File: config.mk
export PLATFORM = sky130hd
export DESIGN_NAME = arf_formatter
export DESIGN_NICKNAME = d
export VERILOG_FILES = /design/src/design/arf_pkg.sv /design/src/design/arf_tlabel_track.sv /design/src/design/arf_formatter.sv
export SDC_FILE = /design/constraint.sdc
export NUM_CORES = 1
export LEC_CHECK = 0
export ABC_AREA = 1
export BUFFER_PORTS_ARGS = -buffer_cell sky130_fd_sc_hd__buf_2
export CORE_ASPECT_RATIO = 0.75
export CORE_MARGIN = 2
export CORE_UTILIZATION = 60
export CTS_CLUSTER_DIAMETER = 30
export DETAILED_ROUTE_END_ITERATION = 10
export GPL_TIMING_DRIVEN = 0
export HOLD_SLACK_MARGIN = 0.1
export PLACE_DENSITY_LB_ADDON = 0.12
export SYNTH_ARGS = -nofsm -noshare
export SYNTH_HDL_FRONTEND = slang
export SYNTH_SLANG_ARGS = --single-unit
File: constraint.sdc
create_clock -name core_clk -period 5.9 [get_ports core_clk]
set_clock_uncertainty 0.05 [all_clocks]
set_input_delay 0.59 -clock core_clk [delete_from_list [all_inputs] [get_ports core_clk]]
set_output_delay 0.59 -clock core_clk [all_outputs]
set_load 0.03 [all_outputs]
File: src/design/arf_pkg.sv
// Purpose: Shared constants and types of the async receive packet formatter.
// Assumes: Quadlets are 32 bits, transaction codes 4 bits.
// Notes:   Header quadlet counts are fixed here and used by the formatter.
`default_nettype none
package arf_pkg;
	// Transaction codes written into the receive FIFOs.
	localparam logic [3:0] TC_QWR_REQ  = 4'h0;
	localparam logic [3:0] TC_BWR_REQ  = 4'h1;
	localparam logic [3:0] TC_WR_RSP   = 4'h2;
	localparam logic [3:0] TC_QRD_REQ  = 4'h4;
	localparam logic [3:0] TC_BRD_REQ  = 4'h5;
	localparam logic [3:0] TC_QRD_RSP  = 4'h6;
	localparam logic [3:0] TC_BRD_RSP  = 4'h7;
	localparam logic [3:0] TC_CONFIRM  = 4'h8;
	localparam logic [3:0] TC_LOCK_REQ = 4'h9;
	localparam logic [3:0] TC_STREAM   = 4'ha;
	localparam logic [3:0] TC_LOCK_RSP = 4'hb;
	localparam logic [3:0] TC_SID_PHY  = 4'he;
	// Returned acknowledge codes.
	localparam logic [3:0] ACK_COMPLETE = 4'h1;
	localparam logic [3:0] ACK_PENDING  = 4'h2;
	localparam logic [3:0] ACK_BUSY_X   = 4'h4;
	localparam logic [3:0] ACK_BUSY_A   = 4'h5;
	localparam logic [3:0] ACK_BUSY_B   = 4'h6;
	localparam logic [3:0] ACK_DATA_ERR = 4'hd;
	// Stream reception status codes.
	localparam logic [3:0] STRM_OK  = 4'h1;
	localparam logic [3:0] STRM_ERR = 4'hd;
	// Header quadlet counts per format.
	localparam logic [1:0] HDR_N_NODATA  = 2'h3;
	localparam logic [1:0] HDR_N_QUADLET = 2'h0;
	localparam logic [1:0] HDR_N_SINGLE  = 2'h1;
	// Reset values, and bytes per quadlet.
	localparam logic [31:0] QUAD_RST  = 32'h0000_0000;
	localparam logic [15:0] LEN_RST   = 16'h0000;
	localparam logic [2:0]  BYTES_RST = 3'h0;
	localparam logic [2:0]  BYTES_Q   = 3'h4;

	// Kinds of entry delivered by the link layer.
	typedef enum logic [3:0] {
		ARF_K_PKT    = 4'b0001,
		ARF_K_SIDPHY = 4'b0010,
		ARF_K_CONF   = 4'b0100,
		ARF_K_STREAM = 4'b1000
	} arf_kind_e;

	// Received packet descriptor, valid after the packet has been checked.
	typedef struct packed {
		arf_kind_e   kind;
		logic [9:0]  dest_bus;
		logic [5:0]  dest_node;
		logic [5:0]  tlabel;
		logic [1:0]  rt;
		logic [3:0]  tcode;
		logic [3:0]  prio;
		logic [15:0] src_id;
		logic [15:0] offset_hi;
		logic [31:0] offset_lo;
		logic [3:0]  rcode;
		logic [31:0] quad_data;
		logic [15:0] data_length;
		logic [15:0] ext_tcode;
		logic [1:0]  tag;
		logic [5:0]  channel;
		logic [3:0]  sy;
		logic        crc_err;
		logic        conf_resp_fifo;
		logic [3:0]  conf_ack;
	} arf_desc_s;

	// One quadlet written to a receive FIFO.
	typedef struct packed {
		logic        resp_fifo;
		logic        last;
		logic [31:0] quad;
	} arf_quad_s;
endpackage : arf_pkg
`default_nettype wire

File: src/design/arf_tlabel_track.sv
// Purpose: Keeps one outstanding bit per transaction label.
// Assumes: Labels are unique among active requests.
// Notes:   A set and a clear of the same label in one cycle leave it set.
`default_nettype none
module arf_tlabel_track #(
	parameter int LABELS = 64
) (
	input  wire logic                      core_clk, // System clock.
	input  wire logic                      rst_n,    // Async reset, low.
	input  wire logic                      ce,       // Clock enable.
	input  wire logic                      set_v,    // Request sent.
	input  wire logic [$clog2(LABELS)-1:0] set_lbl,  // Its label.
	input  wire logic                      clr_v,    // Response taken.
	input  wire logic [$clog2(LABELS)-1:0] clr_lbl,  // Its label.
	input  wire logic [$clog2(LABELS)-1:0] look_lbl, // Label looked up.
	output logic                           hit       // Label outstanding.
);
	logic [LABELS-1:0] out_q;
	logic [LABELS-1:0] out_d;

	always_comb begin
		out_d = out_q;
		if (clr_v) begin
			out_d[clr_lbl] = 1'b0;
		end
		if (set_v) begin
			out_d[set_lbl] = 1'b1;
		end
	end

	always_ff @(posedge core_clk or negedge rst_n) begin
		if (!rst_n) begin
			out_q <= '0;
		end else if (ce) begin
			out_q <= out_d;
		end
	end

	assign hit = out_q[look_lbl];
endmodule : arf_tlabel_track
`default_nettype wire

File: src/design/arf_formatter.sv
// Purpose: Formats received asynchronous packets into receive FIFO quadlets.
// Assumes: Descriptor arrives after the packet is checked; bytes follow it.
// Notes:   One entry at a time; the FIFO side may stall through quad_ready.
//
// Overview of operation
// - Quadlet read request 4, quadlet write 0, read response 6, write resp 2.
// - Block read 5, block write 1, block read response 7, lock 9, lock resp B.
// - Self-ID and PHY entries form their own format with code E.
// - Transmit confirmations are written with transaction code 8.
// - Destination field is bus number then node number.
// - Transaction label is passed through unchanged.
// - Priority field is reported as received, 0000 on cable.
// - High and low offsets together address one local quadlet.
// - Zero byte length writes no block data quadlets.
// - First data byte lands in the top byte of the first quadlet.
// - Last quadlet is zero padded to a whole quadlet.
// - Unsolicited bit is one for responses matching no outstanding request.
// - Returned acknowledge code is recorded, even where none was sent.
// - Stream status is 0001 when good, 1101 on CRC error.
// - Retry code is delivered in the header.
// - Source node identifier is delivered in the source field.
// - Quadlet write and quadlet read response carry the payload quadlet.
// - Lock packets carry the extended transaction code.
// - Every request or response ends with one status quadlet.
// - Stream packets go to the response FIFO.
// - Ack codes 0001 complete, 0010 pending, 1101 data error, busy 01xx.
// - Self-ID and PHY entries open with a synthesized code E header.
`default_nettype none
module arf_formatter #(
	parameter int LABELS = 64
) (
	input  wire logic              core_clk,    // System clock, 10 MHz.
	input  wire logic              rst_n,       // Async reset, low.
	input  wire logic              ce,          // Clock enable.
	input  wire arf_pkg::arf_desc_s desc,       // Received packet descriptor.
	input  wire logic              desc_valid,  // Descriptor present.
	output logic                   desc_ready,  // Descriptor taken.
	input  wire logic [7:0]        byte_data,   // Payload byte.
	input  wire logic              byte_valid,  // Payload byte present.
	output logic                   byte_ready,  // Payload byte taken.
	input  wire logic              node_busy,   // Node refused the packet.
	input  wire logic              req_sent,    // Request left the node.
	input  wire logic [5:0]        req_label,   // Label of that request.
	output arf_pkg::arf_quad_s     quad_out,    // Quadlet for a FIFO.
	output logic                   quad_valid,  // Quadlet present.
	input  wire logic              quad_ready   // FIFO accepts quadlet.
);
	////////////////////////////////////////////////////////////////////
	typedef enum logic [3:0] {
		ST_IDLE  = 4'b0001,
		ST_HDR   = 4'b0010,
		ST_DATA  = 4'b0100,
		ST_TRAIL = 4'b1000
	} arf_state_e;

	arf_state_e         st_q,      st_d;
	arf_pkg::arf_desc_s dsc_q,     dsc_d;
	arf_pkg::arf_quad_s out_q,     out_d;
	logic               oval_q,    oval_d;
	logic               dready_q,  dready_d;
	logic               bready_q,  bready_d;
	logic [1:0]         idx_q,     idx_d;
	logic [15:0]        rem_q,     rem_d;
	logic [2:0]         nb_q,      nb_d;
	logic [31:0]        acc_q,     acc_d;
	logic               uns_q,     uns_d;
	logic [3:0]         ack_q,     ack_d;
	logic               slot_free;
	logic               take;
	logic               hit;
	logic               is_rsp;
	logic               rsp_take;

	////////////////////////////////////////////////////////////////////
	// Classifies descriptor codes.
	function automatic logic rsp_code(input logic [3:0] tc);
		rsp_code = (tc == arf_pkg::TC_WR_RSP) || (tc == arf_pkg::TC_QRD_RSP)
			|| (tc == arf_pkg::TC_BRD_RSP) || (tc == arf_pkg::TC_LOCK_RSP);
	endfunction : rsp_code

	// Number of header quadlets, zero standing for four.
	function automatic logic [1:0] hdr_n(input arf_pkg::arf_desc_s d);
		hdr_n = arf_pkg::HDR_N_SINGLE;
		if (d.kind == arf_pkg::ARF_K_PKT) begin
			if ((d.tcode == arf_pkg::TC_QRD_REQ)
				|| (d.tcode == arf_pkg::TC_WR_RSP)) begin
				hdr_n = arf_pkg::HDR_N_NODATA;
			end else begin
				hdr_n = arf_pkg::HDR_N_QUADLET;
			end
		end
	endfunction : hdr_n

	// Whether block data follows the header.
	function automatic logic has_blk(input arf_pkg::arf_desc_s d);
		has_blk = 1'b0;
		case (d.kind)
			arf_pkg::ARF_K_PKT: begin
				has_blk = (d.tcode == arf_pkg::TC_BWR_REQ)
					|| (d.tcode == arf_pkg::TC_BRD_RSP)
					|| (d.tcode == arf_pkg::TC_LOCK_REQ)
					|| (d.tcode == arf_pkg::TC_LOCK_RSP);
			end
			arf_pkg::ARF_K_SIDPHY: has_blk = 1'b1;
			arf_pkg::ARF_K_STREAM: has_blk = 1'b1;
			default: has_blk = 1'b0;
		endcase
	endfunction : has_blk

	// Header quadlet idx of the latched entry.
	function automatic logic [31:0] hdr_word(input arf_pkg::arf_desc_s d,
		input logic [1:0] idx);
		hdr_word = arf_pkg::QUAD_RST;
		case (d.kind)
			arf_pkg::ARF_K_PKT: begin
				case (idx)
					2'h0: hdr_word = {d.dest_bus, d.dest_node,
						d.tlabel, d.rt, d.tcode, d.prio};
					2'h1: hdr_word = rsp_code(d.tcode)
						? {d.src_id, d.rcode, 12'h000}
						: {d.src_id, d.offset_hi};
					2'h2: hdr_word = rsp_code(d.tcode)
						? arf_pkg::QUAD_RST : d.offset_lo;
					default: begin
						if ((d.tcode == arf_pkg::TC_QWR_REQ)
							|| (d.tcode == arf_pkg::TC_QRD_RSP)) begin
							hdr_word = d.quad_data;
						end else begin
							hdr_word = {d.data_length, d.ext_tcode};
						end
					end
				endcase
			end
			arf_pkg::ARF_K_SIDPHY: begin
				hdr_word = {24'h000000, arf_pkg::TC_SID_PHY, 4'h0};
			end
			arf_pkg::ARF_K_CONF: begin
				hdr_word = {16'h0000, d.tlabel, 2'h0,
					arf_pkg::TC_CONFIRM, 4'h0};
			end
			arf_pkg::ARF_K_STREAM: begin
				hdr_word = {d.data_length, d.tag, d.channel,
					arf_pkg::TC_STREAM, d.sy};
			end
			default: hdr_word = arf_pkg::QUAD_RST;
		endcase
	endfunction : hdr_word

	// Acknowledge code the node returned, or would have returned.
	function automatic logic [3:0] ack_of(input arf_pkg::arf_desc_s d,
		input logic busy);
		ack_of = arf_pkg::ACK_COMPLETE;
		if (d.kind == arf_pkg::ARF_K_CONF) begin
			ack_of = d.conf_ack;
		end else if (d.crc_err && has_blk(d)) begin
			ack_of = arf_pkg::ACK_DATA_ERR;
		end else if (busy && (d.kind == arf_pkg::ARF_K_PKT)) begin
			ack_of = arf_pkg::ACK_BUSY_X;
		end else if ((d.kind == arf_pkg::ARF_K_PKT) && !rsp_code(d.tcode)
			&& (d.tcode != arf_pkg::TC_QWR_REQ)
			&& (d.tcode != arf_pkg::TC_BWR_REQ)) begin
			ack_of = arf_pkg::ACK_PENDING;
		end
	endfunction : ack_of

	////////////////////////////////////////////////////////////////////
	// Outstanding request labels for the unsolicited flag.
	assign is_rsp   = (desc.kind == arf_pkg::ARF_K_PKT) && rsp_code(desc.tcode);
	assign take     = desc_valid && dready_q;
	assign rsp_take = take && is_rsp;

	arf_tlabel_track #(
		.LABELS   (LABELS)
	) u_track (
		.core_clk (core_clk),
		.rst_n    (rst_n),
		.ce       (ce),
		.set_v    (req_sent),
		.set_lbl  (req_label),
		.clr_v    (rsp_take),
		.clr_lbl  (desc.tlabel),
		.look_lbl (desc.tlabel),
		.hit      (hit)
	);

	////////////////////////////////////////////////////////////////////
	// Packet sequencer.
	assign slot_free = !oval_q || quad_ready;

	always_comb begin
		st_d   = st_q;
		dsc_d  = dsc_q;
		out_d  = out_q;
		oval_d = oval_q && !quad_ready;
		idx_d  = idx_q;
		rem_d  = rem_q;
		nb_d   = nb_q;
		acc_d  = acc_q;
		uns_d  = uns_q;
		ack_d  = ack_q;
		case (st_q)
			ST_IDLE: begin
				if (take) begin
					dsc_d = desc;
					uns_d = is_rsp && !hit;
					ack_d = ack_of(desc, node_busy);
					idx_d = 2'h0;
					nb_d  = arf_pkg::BYTES_RST;
					acc_d = arf_pkg::QUAD_RST;
					rem_d = has_blk(desc) ? desc.data_length
						: arf_pkg::LEN_RST;
					st_d  = ST_HDR;
				end
			end
			ST_HDR: begin
				if (slot_free) begin
					out_d.quad      = hdr_word(dsc_q, idx_q);
					out_d.last      = 1'b0;
					out_d.resp_fifo = (dsc_q.kind == arf_pkg::ARF_K_STREAM)
						|| ((dsc_q.kind == arf_pkg::ARF_K_PKT)
						&& rsp_code(dsc_q.tcode))
						|| ((dsc_q.kind == arf_pkg::ARF_K_CONF)
						&& dsc_q.conf_resp_fifo);
					oval_d = 1'b1;
					idx_d  = idx_q + 2'h1;
					if (idx_d == hdr_n(dsc_q)) begin
						st_d = (rem_q == arf_pkg::LEN_RST) ? ST_TRAIL
							: ST_DATA;
					end
				end
			end
			ST_DATA: begin
				if (byte_valid && bready_q) begin
					acc_d = {acc_q[23:0], byte_data};
					nb_d  = nb_q + 3'h1;
					rem_d = rem_q - 16'h0001;
				end else if ((nb_q != arf_pkg::BYTES_RST) && slot_free
					&& ((nb_q == arf_pkg::BYTES_Q)
					|| (rem_q == arf_pkg::LEN_RST))) begin
					// Short quadlet is shifted up, zero bytes fill below.
					out_d.quad = acc_q << {(arf_pkg::BYTES_Q - nb_q), 3'h0};
					out_d.last = 1'b0;
					oval_d     = 1'b1;
					nb_d       = arf_pkg::BYTES_RST;
					acc_d      = arf_pkg::QUAD_RST;
					if (rem_q == arf_pkg::LEN_RST) begin
						st_d = ST_TRAIL;
					end
				end
			end
			ST_TRAIL: begin
				if (slot_free) begin
					if (dsc_q.kind == arf_pkg::ARF_K_STREAM) begin
						out_d.quad = {28'h0000000, dsc_q.crc_err
							? arf_pkg::STRM_ERR : arf_pkg::STRM_OK};
					end else begin
						out_d.quad = {uns_q, 27'h0000000, ack_q};
					end
					out_d.last = 1'b1;
					oval_d     = 1'b1;
					st_d       = ST_IDLE;
				end
			end
			default: st_d = ST_IDLE;
		endcase
		dready_d = (st_d == ST_IDLE);
		bready_d = (st_d == ST_DATA) && (nb_d != arf_pkg::BYTES_Q)
			&& (rem_d != arf_pkg::LEN_RST);
	end

	always_ff @(posedge core_clk or negedge rst_n) begin
		if (!rst_n) begin
			st_q     <= ST_IDLE;
			dsc_q    <= '0;
			out_q    <= '0;
			oval_q   <= 1'b0;
			dready_q <= 1'b0;
			bready_q <= 1'b0;
			idx_q    <= 2'h0;
			rem_q    <= arf_pkg::LEN_RST;
			nb_q     <= arf_pkg::BYTES_RST;
			acc_q    <= arf_pkg::QUAD_RST;
			uns_q    <= 1'b0;
			ack_q    <= 4'h0;
		end else if (ce) begin
			st_q     <= st_d;
			dsc_q    <= dsc_d;
			out_q    <= out_d;
			oval_q   <= oval_d;
			dready_q <= dready_d;
			bready_q <= bready_d;
			idx_q    <= idx_d;
			rem_q    <= rem_d;
			nb_q     <= nb_d;
			acc_q    <= acc_d;
			uns_q    <= uns_d;
			ack_q    <= ack_d;
		end
	end

	assign desc_ready = dready_q;
	assign byte_ready = bready_q;
	assign quad_out   = out_q;
	assign quad_valid = oval_q;
endmodule : arf_formatter
`default_nettype wire

After elaboration in Yosys (flattened, before gate mapping)
Index checks and enable logic that the tools add are counted.
{"block": "word_totals", "regBits": 345, "out_inout_bits": 37}
{"block": "op_classes", "add_sub_neg": 4, "magnitude_cmp": 4, "eq_ne": 37, "n_shift": 1, "n_mux": 62, "bitwise_logic": 3, "n_reduce_logical": 54}
{"cell": "2-to-1 mux 32 bit", "n": 6}
{"cell": "2-to-1 mux 33 bit", "n": 4}
{"cell": "2-to-1 mux 64 bit", "n": 2}
{"cell": "one-hot mux 32 bit (4 select lines)", "n": 1}
{"cell": "one-hot mux 33 bit (3 select lines)", "n": 1}
{"cell": "one-hot mux 32 bit (3 select lines)", "n": 1}
{"cell": "bitwise AND 64 bit", "n": 1}
{"cell": "2-to-1 mux 16 bit", "n": 4}
{"cell": "NOT 64 bit", "n": 1}
{"cell": "OR 64 bit", "n": 1}
{"cell": "one-hot mux 32 bit (2 select lines)", "n": 1}
{"cell": "2-to-1 mux 4 bit", "n": 11}
{"cell": "== test 4 x 3 -> 1 bit, second input constant", "n": 9}
{"cell": "one-hot mux 16 bit (2 select lines)", "n": 1}
{"cell": "<< shifter 32 x 6 -> 32 bit", "n": 1}
{"cell": "== test 4 bit, second input constant", "n": 6}
{"cell": "== test 4 x 1 -> 1 bit, second input constant", "n": 5}
{"cell": "== test 4 x 2 -> 1 bit, second input constant", "n": 5}
{"cell": "logical AND 1 bit", "n": 19}
{"cell": "logical NOT 16 bit", "n": 1}
{"cell": "one-hot mux 4 bit (4 select lines)", "n": 1}
{"cell": "nonzero test 16 bit", "n": 1}
{"cell": "subtractor 16 x 1 -> 16 bit, second input constant", "n": 1}
{"cell": "logical OR 1 bit", "n": 15}
{"cell": "30 further kinds", "n": 66}

Logic depth before layout (Yosys ltp)
{"block": "logic_depth", "ltp_word": 13, "mapped_depth": 16}

Cells and area by module
A second synthesis with hierarchy kept.
{"block": "hier_totals", "cells_unflattened": 2414, "hier_area_um2": 17834.6}
{"module": "arf_formatter", "instances": 1, "cells_per_inst": 1998, "area_per_inst_um2": 14535.2, "seq_area_each_um2": 7033.0}
{"module": "arf_tlabel_track", "instances": 1, "cells_per_inst": 416, "area_per_inst_um2": 3299.4, "seq_area_each_um2": 1601.5}

Least setup slack after synthesis
Ideal clock, no wire load.
{"block": "synth_path", "kind": "register -> register", "startpoint": "reg nb_q[0]", "endpoint": "reg out_q (netlist bit quad_out[28])", "setup_time_ns": 0.073, "t_arrival_ns": 2.003, "path_slack_ns": 3.774, "path_stages_with_launch": 11, "n_path_buf": 3, "period_less_slack_ns": 2.126, "cell_sequence": "dfrtp_1 inv_1 clkbuf_1 ha_1 clkbuf_1 inv_1 clkbuf_1 o21ai_0 a21oi_1 nor2_1 a21oi_2"}
{"block": "synth_between", "elab_chain_cells": 5}
{"element": "start: declaration", "line_no": "arf_formatter.sv:64", "rtl": "logic [2:0] nb_q, nb_d;"}
{"element": "start signal: assignment", "line_no": "arf_formatter.sv:281", "rtl": "nb_q <= arf_pkg::BYTES_RST;"}
{"element": "start signal: assignment", "line_no": "arf_formatter.sv:294", "rtl": "nb_q <= nb_d;"}
{"element": "subtractor 3 bit, or another cell as far along", "line_no": "arf_formatter.sv:241", "rtl": "out_d.quad = acc_q << {(arf_pkg::BYTES_Q - nb_q), 3'h0};"}
{"element": "<< shifter 32 x 6 -> 32 bit, or another cell as far along", "line_no": "arf_formatter.sv:241"}
{"element": "2-to-1 mux 33 bit or logical AND 1 bit (tied branches)", "line_no": "arf_formatter.sv:237, arf_formatter.sv:238"}
{"element": "2-to-1 mux 33 bit or != test 2 bit (tied branches)"}
{"element": "one-hot mux 33 bit (3 select lines) or AND reduction 6 bit (tied branches)"}
{"element": "end signal: assignment", "line_no": "arf_formatter.sv:288", "rtl": "out_q <= out_d;"}
{"element": "end: declaration", "line_no": "arf_formatter.sv:58", "rtl": "arf_pkg::arf_quad_s out_q, out_d;"}
Several ways; a longest one is shown, not always the timed one. The select of a mux whose other input is x is not followed.
A chain may end at the register's enable or synchronous reset.

Worst setup path in the final report
{"block": "layout_path", "startpoint": "reg nb_q[0]", "endpoint": "reg out_q (netlist bit quad_out[29])"}
Same word-level chain as after synthesis.

==> impl_metrics.csv <==
group,metric,value,unit
yosys,yosys.area_share.simple,28.15,%
yosys,syn_area,17980,um2
cts,cts_inserted_buffers,61,
yosys,ys_warn_count,0,
timing,finalCritPeriodShare,47.16,%
critical_path,path_max_fanout,10,
critical_path,reg2reg_slack,3.12,ns
critical_path,r2r-start,"nb_q[0]",
power,combPwrFrac,34.0,%
power,p_sw,4637,uW
timing,fmax,0.3594,GHz
timing,fin_hold_ws,0.1409,ns
routing,drc,0,
yosys,synth_top_area_cell,"dfrtp_1",
routing,post_drt_wl_per_cell,20.44,um
yosys,synth-adder-area-share,0.6960,%
final_layout,drive_gt1_share,17.84,%
yosys,netlist_instances,2393,
global_route,grt_first_pass_wirelength,99.58,mm
cts,h-tree-depth,2,
power,power.leakage,0.01099,uW
routing,routed_wl,64.32,mm
critical_path,startpoint,"nb_q[0]",
final_layout,fin_nets,2919,
timing,slew_viol_final,0,
yosys,ys_seq_area_share,48.03,%
yosys,synthArstFlopShare,100.0,%
cts,path_clk_slew,0.06,ns
yosys,muxShareOfSynthArea,0,%
power,power.share.switching,40.64,%
placement,hpwlAfterDp,46.32,mm
placement,gp_congestion,0.9970,
critical_path,cp-endpoint,"quad_out[29]",
placement,io_buffer_count,242,
global_route,grt_usage,41.48,%
cts,worstSkewPairLatency,0.60,ns
timing,rsz0062_at_grt,"no",
timing,tightest_slew,1.313,ns
global_route,antenna_found_initial,1,
critical_path,critPathKind,"reg2reg",
final_layout,fill_cells,2251,
cts,post_cts_resized,0,
yosys,synth_cell_types,48,
timing,fin_setup_tns,0,ns
floorplan,die_x,203.9,um
power,power_frac_seq,33.2,%
placement,placed_area,19740,um2
yosys,syn-num-nets,2611,
critical_path,r2r-end,"quad_out[29]",
routing,firstDrtPassIters,6,
routing,vias,18700,
critical_path,reg2reg_depth,10,
final_layout,area_growth,22.08,%
routing,vias_per_cell,5.944,
cts,cts-root-buf,"clkbuf_16",
global_route,gr-total-overflow,0,
routing,drt_iter0_markers,2309,
power,clock_power_share,32.8,%
floorplan,die_h,153.9,um
floorplan,rows,54,
floorplan,initial_utilization,61.44,%
yosys,synth_top_family_by_area,"simple AND/OR/NAND/NOR gates",
power,power.density,519.9,nW/um2
yosys,synth_compound_area_share,16.30,%
yosys,synth_xor_area_share,0.04872,%
cts,clock-sinks,345,
power,intPower,6772,uW
yosys,synth.avg_cell_area,7.512,um2
floorplan,ios,245,
yosys,ys_ff_latch,345,
critical_path,cp.required,6.37,ns
timing,layout_min_cycle_time,2.783,ns
critical_path,setup.worst_path.end_class,"flop",
critical_path,critical_path_arrival,3.25,ns
yosys,synth_ff_type,"dfrtp_1",
final_layout,stdcell_area,21940,um2
cts,clk_path_buf_depth,3,
run,drv_cap,0,
power,ir_drop,0.3133,mV
critical_path,crit_path_start_kind,"flop",
status,status,"complete, no violations",
cts,tritoncts,"yes",
floorplan,core,29260,um2
hold_path,min-delay-path-class,"in2reg",
yosys,yosys-top-cells-area,"dfrtp_1 (48%), nand2_1 (18%), o21ai_0 (8.2%), nand3_1 (4.0%), nor2_1 (3.4%)",
timing,relSlewSlack,11.63,%
floorplan,die-area,31370,um2
global_route,grt_pass1_vias,18050,
timing,setup_viol,0,
routing,ant_nets,0,
timing,final-hold-violation-count,0,
yosys,synth_edf_count,0,
yosys,synth_top_area_share,47.89,%
global_route,grt_max_degree,124,
cts,post_cts_buffers,0,
[final cells by class]
type	count	area, um2	share of cell area [%]
flip-flops and latches	345	8635	39.35
multi-input cells	1755	8125	37.03
clock buffers	71	1635	7.452
repair buffers	245	1286	5.861
inverters	180	680.7	3.102
clock inverters	44	554.3	2.526
plain buffers	113	535.5	2.440
well taps	392	490.5	2.235
diodes	1	2.502	0.01140
[routing by layer]
layer	part of all wire, %	vias up	GRT usage [%]
met5	0.020	-	0
met4	4.2	2	17.31
met3	13	208	11.34
met2	44	1177	63.82
met1	39	8852	55.73
li1	-	8462	-
[power groups by stage]
stage / clock [uW] / combinational (uW) / sequential, uW
floorplan: 0 / 2330 / 3830
global route: 3850 / 4270 / 3850
finish: 3740 / 3880 / 3790
global placement: 0 / 3600 / 3750
CTS: 3730 / 3780 / 3750
detailed placement: 0 / 3720 / 3770
[cells in the final DEF (no fill, tap or decap), types with 2 or more instances in the layout]
master and instances:
nor4_1 2, a31oi_1 10, o21ai_1 28, buf_1 3, buf_6 6, nor2_1 164, clkbuf_8 5, o21ai_0 296
nor2_2 4, o31ai_1 23, clkinvlp_4 12, buf_16 2, a221oi_1 5, nand3_2 2, inv_2 9, bufinv_16 9
nand2_2 3, nand4_1 22, clkinv_4 7, nor2_4 5, o22ai_1 2, inv_1 162, nor3_1 12, o211ai_1 18
clkinv_2 6, clkbuf_16 62, nand2_4 5, inv_6 11, nand2_1 874, nand3_1 142, a21oi_2 38, dfrtp_1 344
buf_2 294, clkbuf_1 55, a21oi_1 50, a22o_1 17, a22oi_1 9, clkinv_1 6, ha_1 10
[how the worst min path moves through the flow]
stage / slack, ns / startpoint / cells after the start / end
2_1_floorplan: 0.24 / rst_n / 0 / acc_q[0]
3_3_place_gp: 0.40 / dsc_q[33] / 2 / dsc_q[33]
3_5_place_dp: 0.40 / dsc_q[69] / 2 / dsc_q[69]
4_1_cts: 0.13 / desc[108] / 3 / dsc_q[108]
5_1_grt: 0.14 / desc[127] / 3 / dsc_q[127]
6_report: 0.14 / desc[142] / 3 / dsc_q[142]
[state kept, by name (all words and copies together) (netlist names), 2 cells and up]
signal / flops
dsc_q: 182
u_track.out_q: 64
quad_out: 34
acc_q: 32
rem_q: 16
ack_q: 4
st_q: 4
nb_q: 3
idx_q: 2
[timing repair]
item / in CTS / in global routing
endpoints found under the setup margin: 0 / 0
hold buffers: 1 / 0
hold endpoints to repair: 101 / 0
[Yosys cell counts, types with 3 or more instances]
| cell type | count |
|---|---|
| o21ai_0 | 296 |
| inv_1 | 162 |
| nand3_1 | 142 |
| buf_6 | 6 |
| o211ai_1 | 18 |
| a22o_1 | 17 |
| a21oi_1 | 50 |
| buf_1 | 3 |
| nand2_2 | 3 |
| ha_1 | 10 |
| nor2_2 | 4 |
| dfrtp_1 | 344 |
| clkinv_1 | 6 |
| a221oi_1 | 5 |
| nor2_1 | 164 |
| inv_2 | 9 |
| a22oi_1 | 9 |
| o31ai_1 | 23 |
| buf_2 | 53 |
| nor3_1 | 12 |
| nand4_1 | 22 |
| o21ai_1 | 28 |
| a21oi_2 | 38 |
| clkbuf_1 | 51 |
| nor2_4 | 5 |
| nand2_4 | 5 |
| a31oi_1 | 10 |
| nand2_1 | 874 |
[critical path, cell delays in order, from the launching register on]
cell and delay, ns:
dfrtp_1 0.42, inv_1 0.11, clkbuf_1 0.41, ha_1 0.31, clkbuf_1 0.23, inv_1 0.29
clkbuf_1 0.36, o21ai_0 0.16, a21oi_1 0.15, nor2_1 0.08, a21oi_2 0.14
[per-stage QoR]
step / total power (uW) / instances / worst slack (ns) / util (%)
final: 11410 / 3146 / 3.117 / 75.01
after global routing: 11980 / 3145 / 2.958 / 75.00
after CTS: 11260 / 3145 / 3.193 / 75.00
after detailed placement: 7487 / 3029 / 3.237 / 67.48
after global placement: 7354 / 3027 / -2.326 / 67.26
after floorplan: 6158 / 2393 / 3.774 / -
[kinds of logic (layout without fill, tap and decap cells)]
family / after synthesis / after routing
adder cells (fa/ha/maj): 10 / 10
XOR/XNOR: 1 / 1
flip-flops: 345 / 345
AND/OR/NAND/NOR: 1240 / 1240
other: 0 / 1
AO/OA/AOI/OAI: 504 / 504
buffers and inverters: 293 / 653
Note: power is estimated with default switching activity, not from simulation.
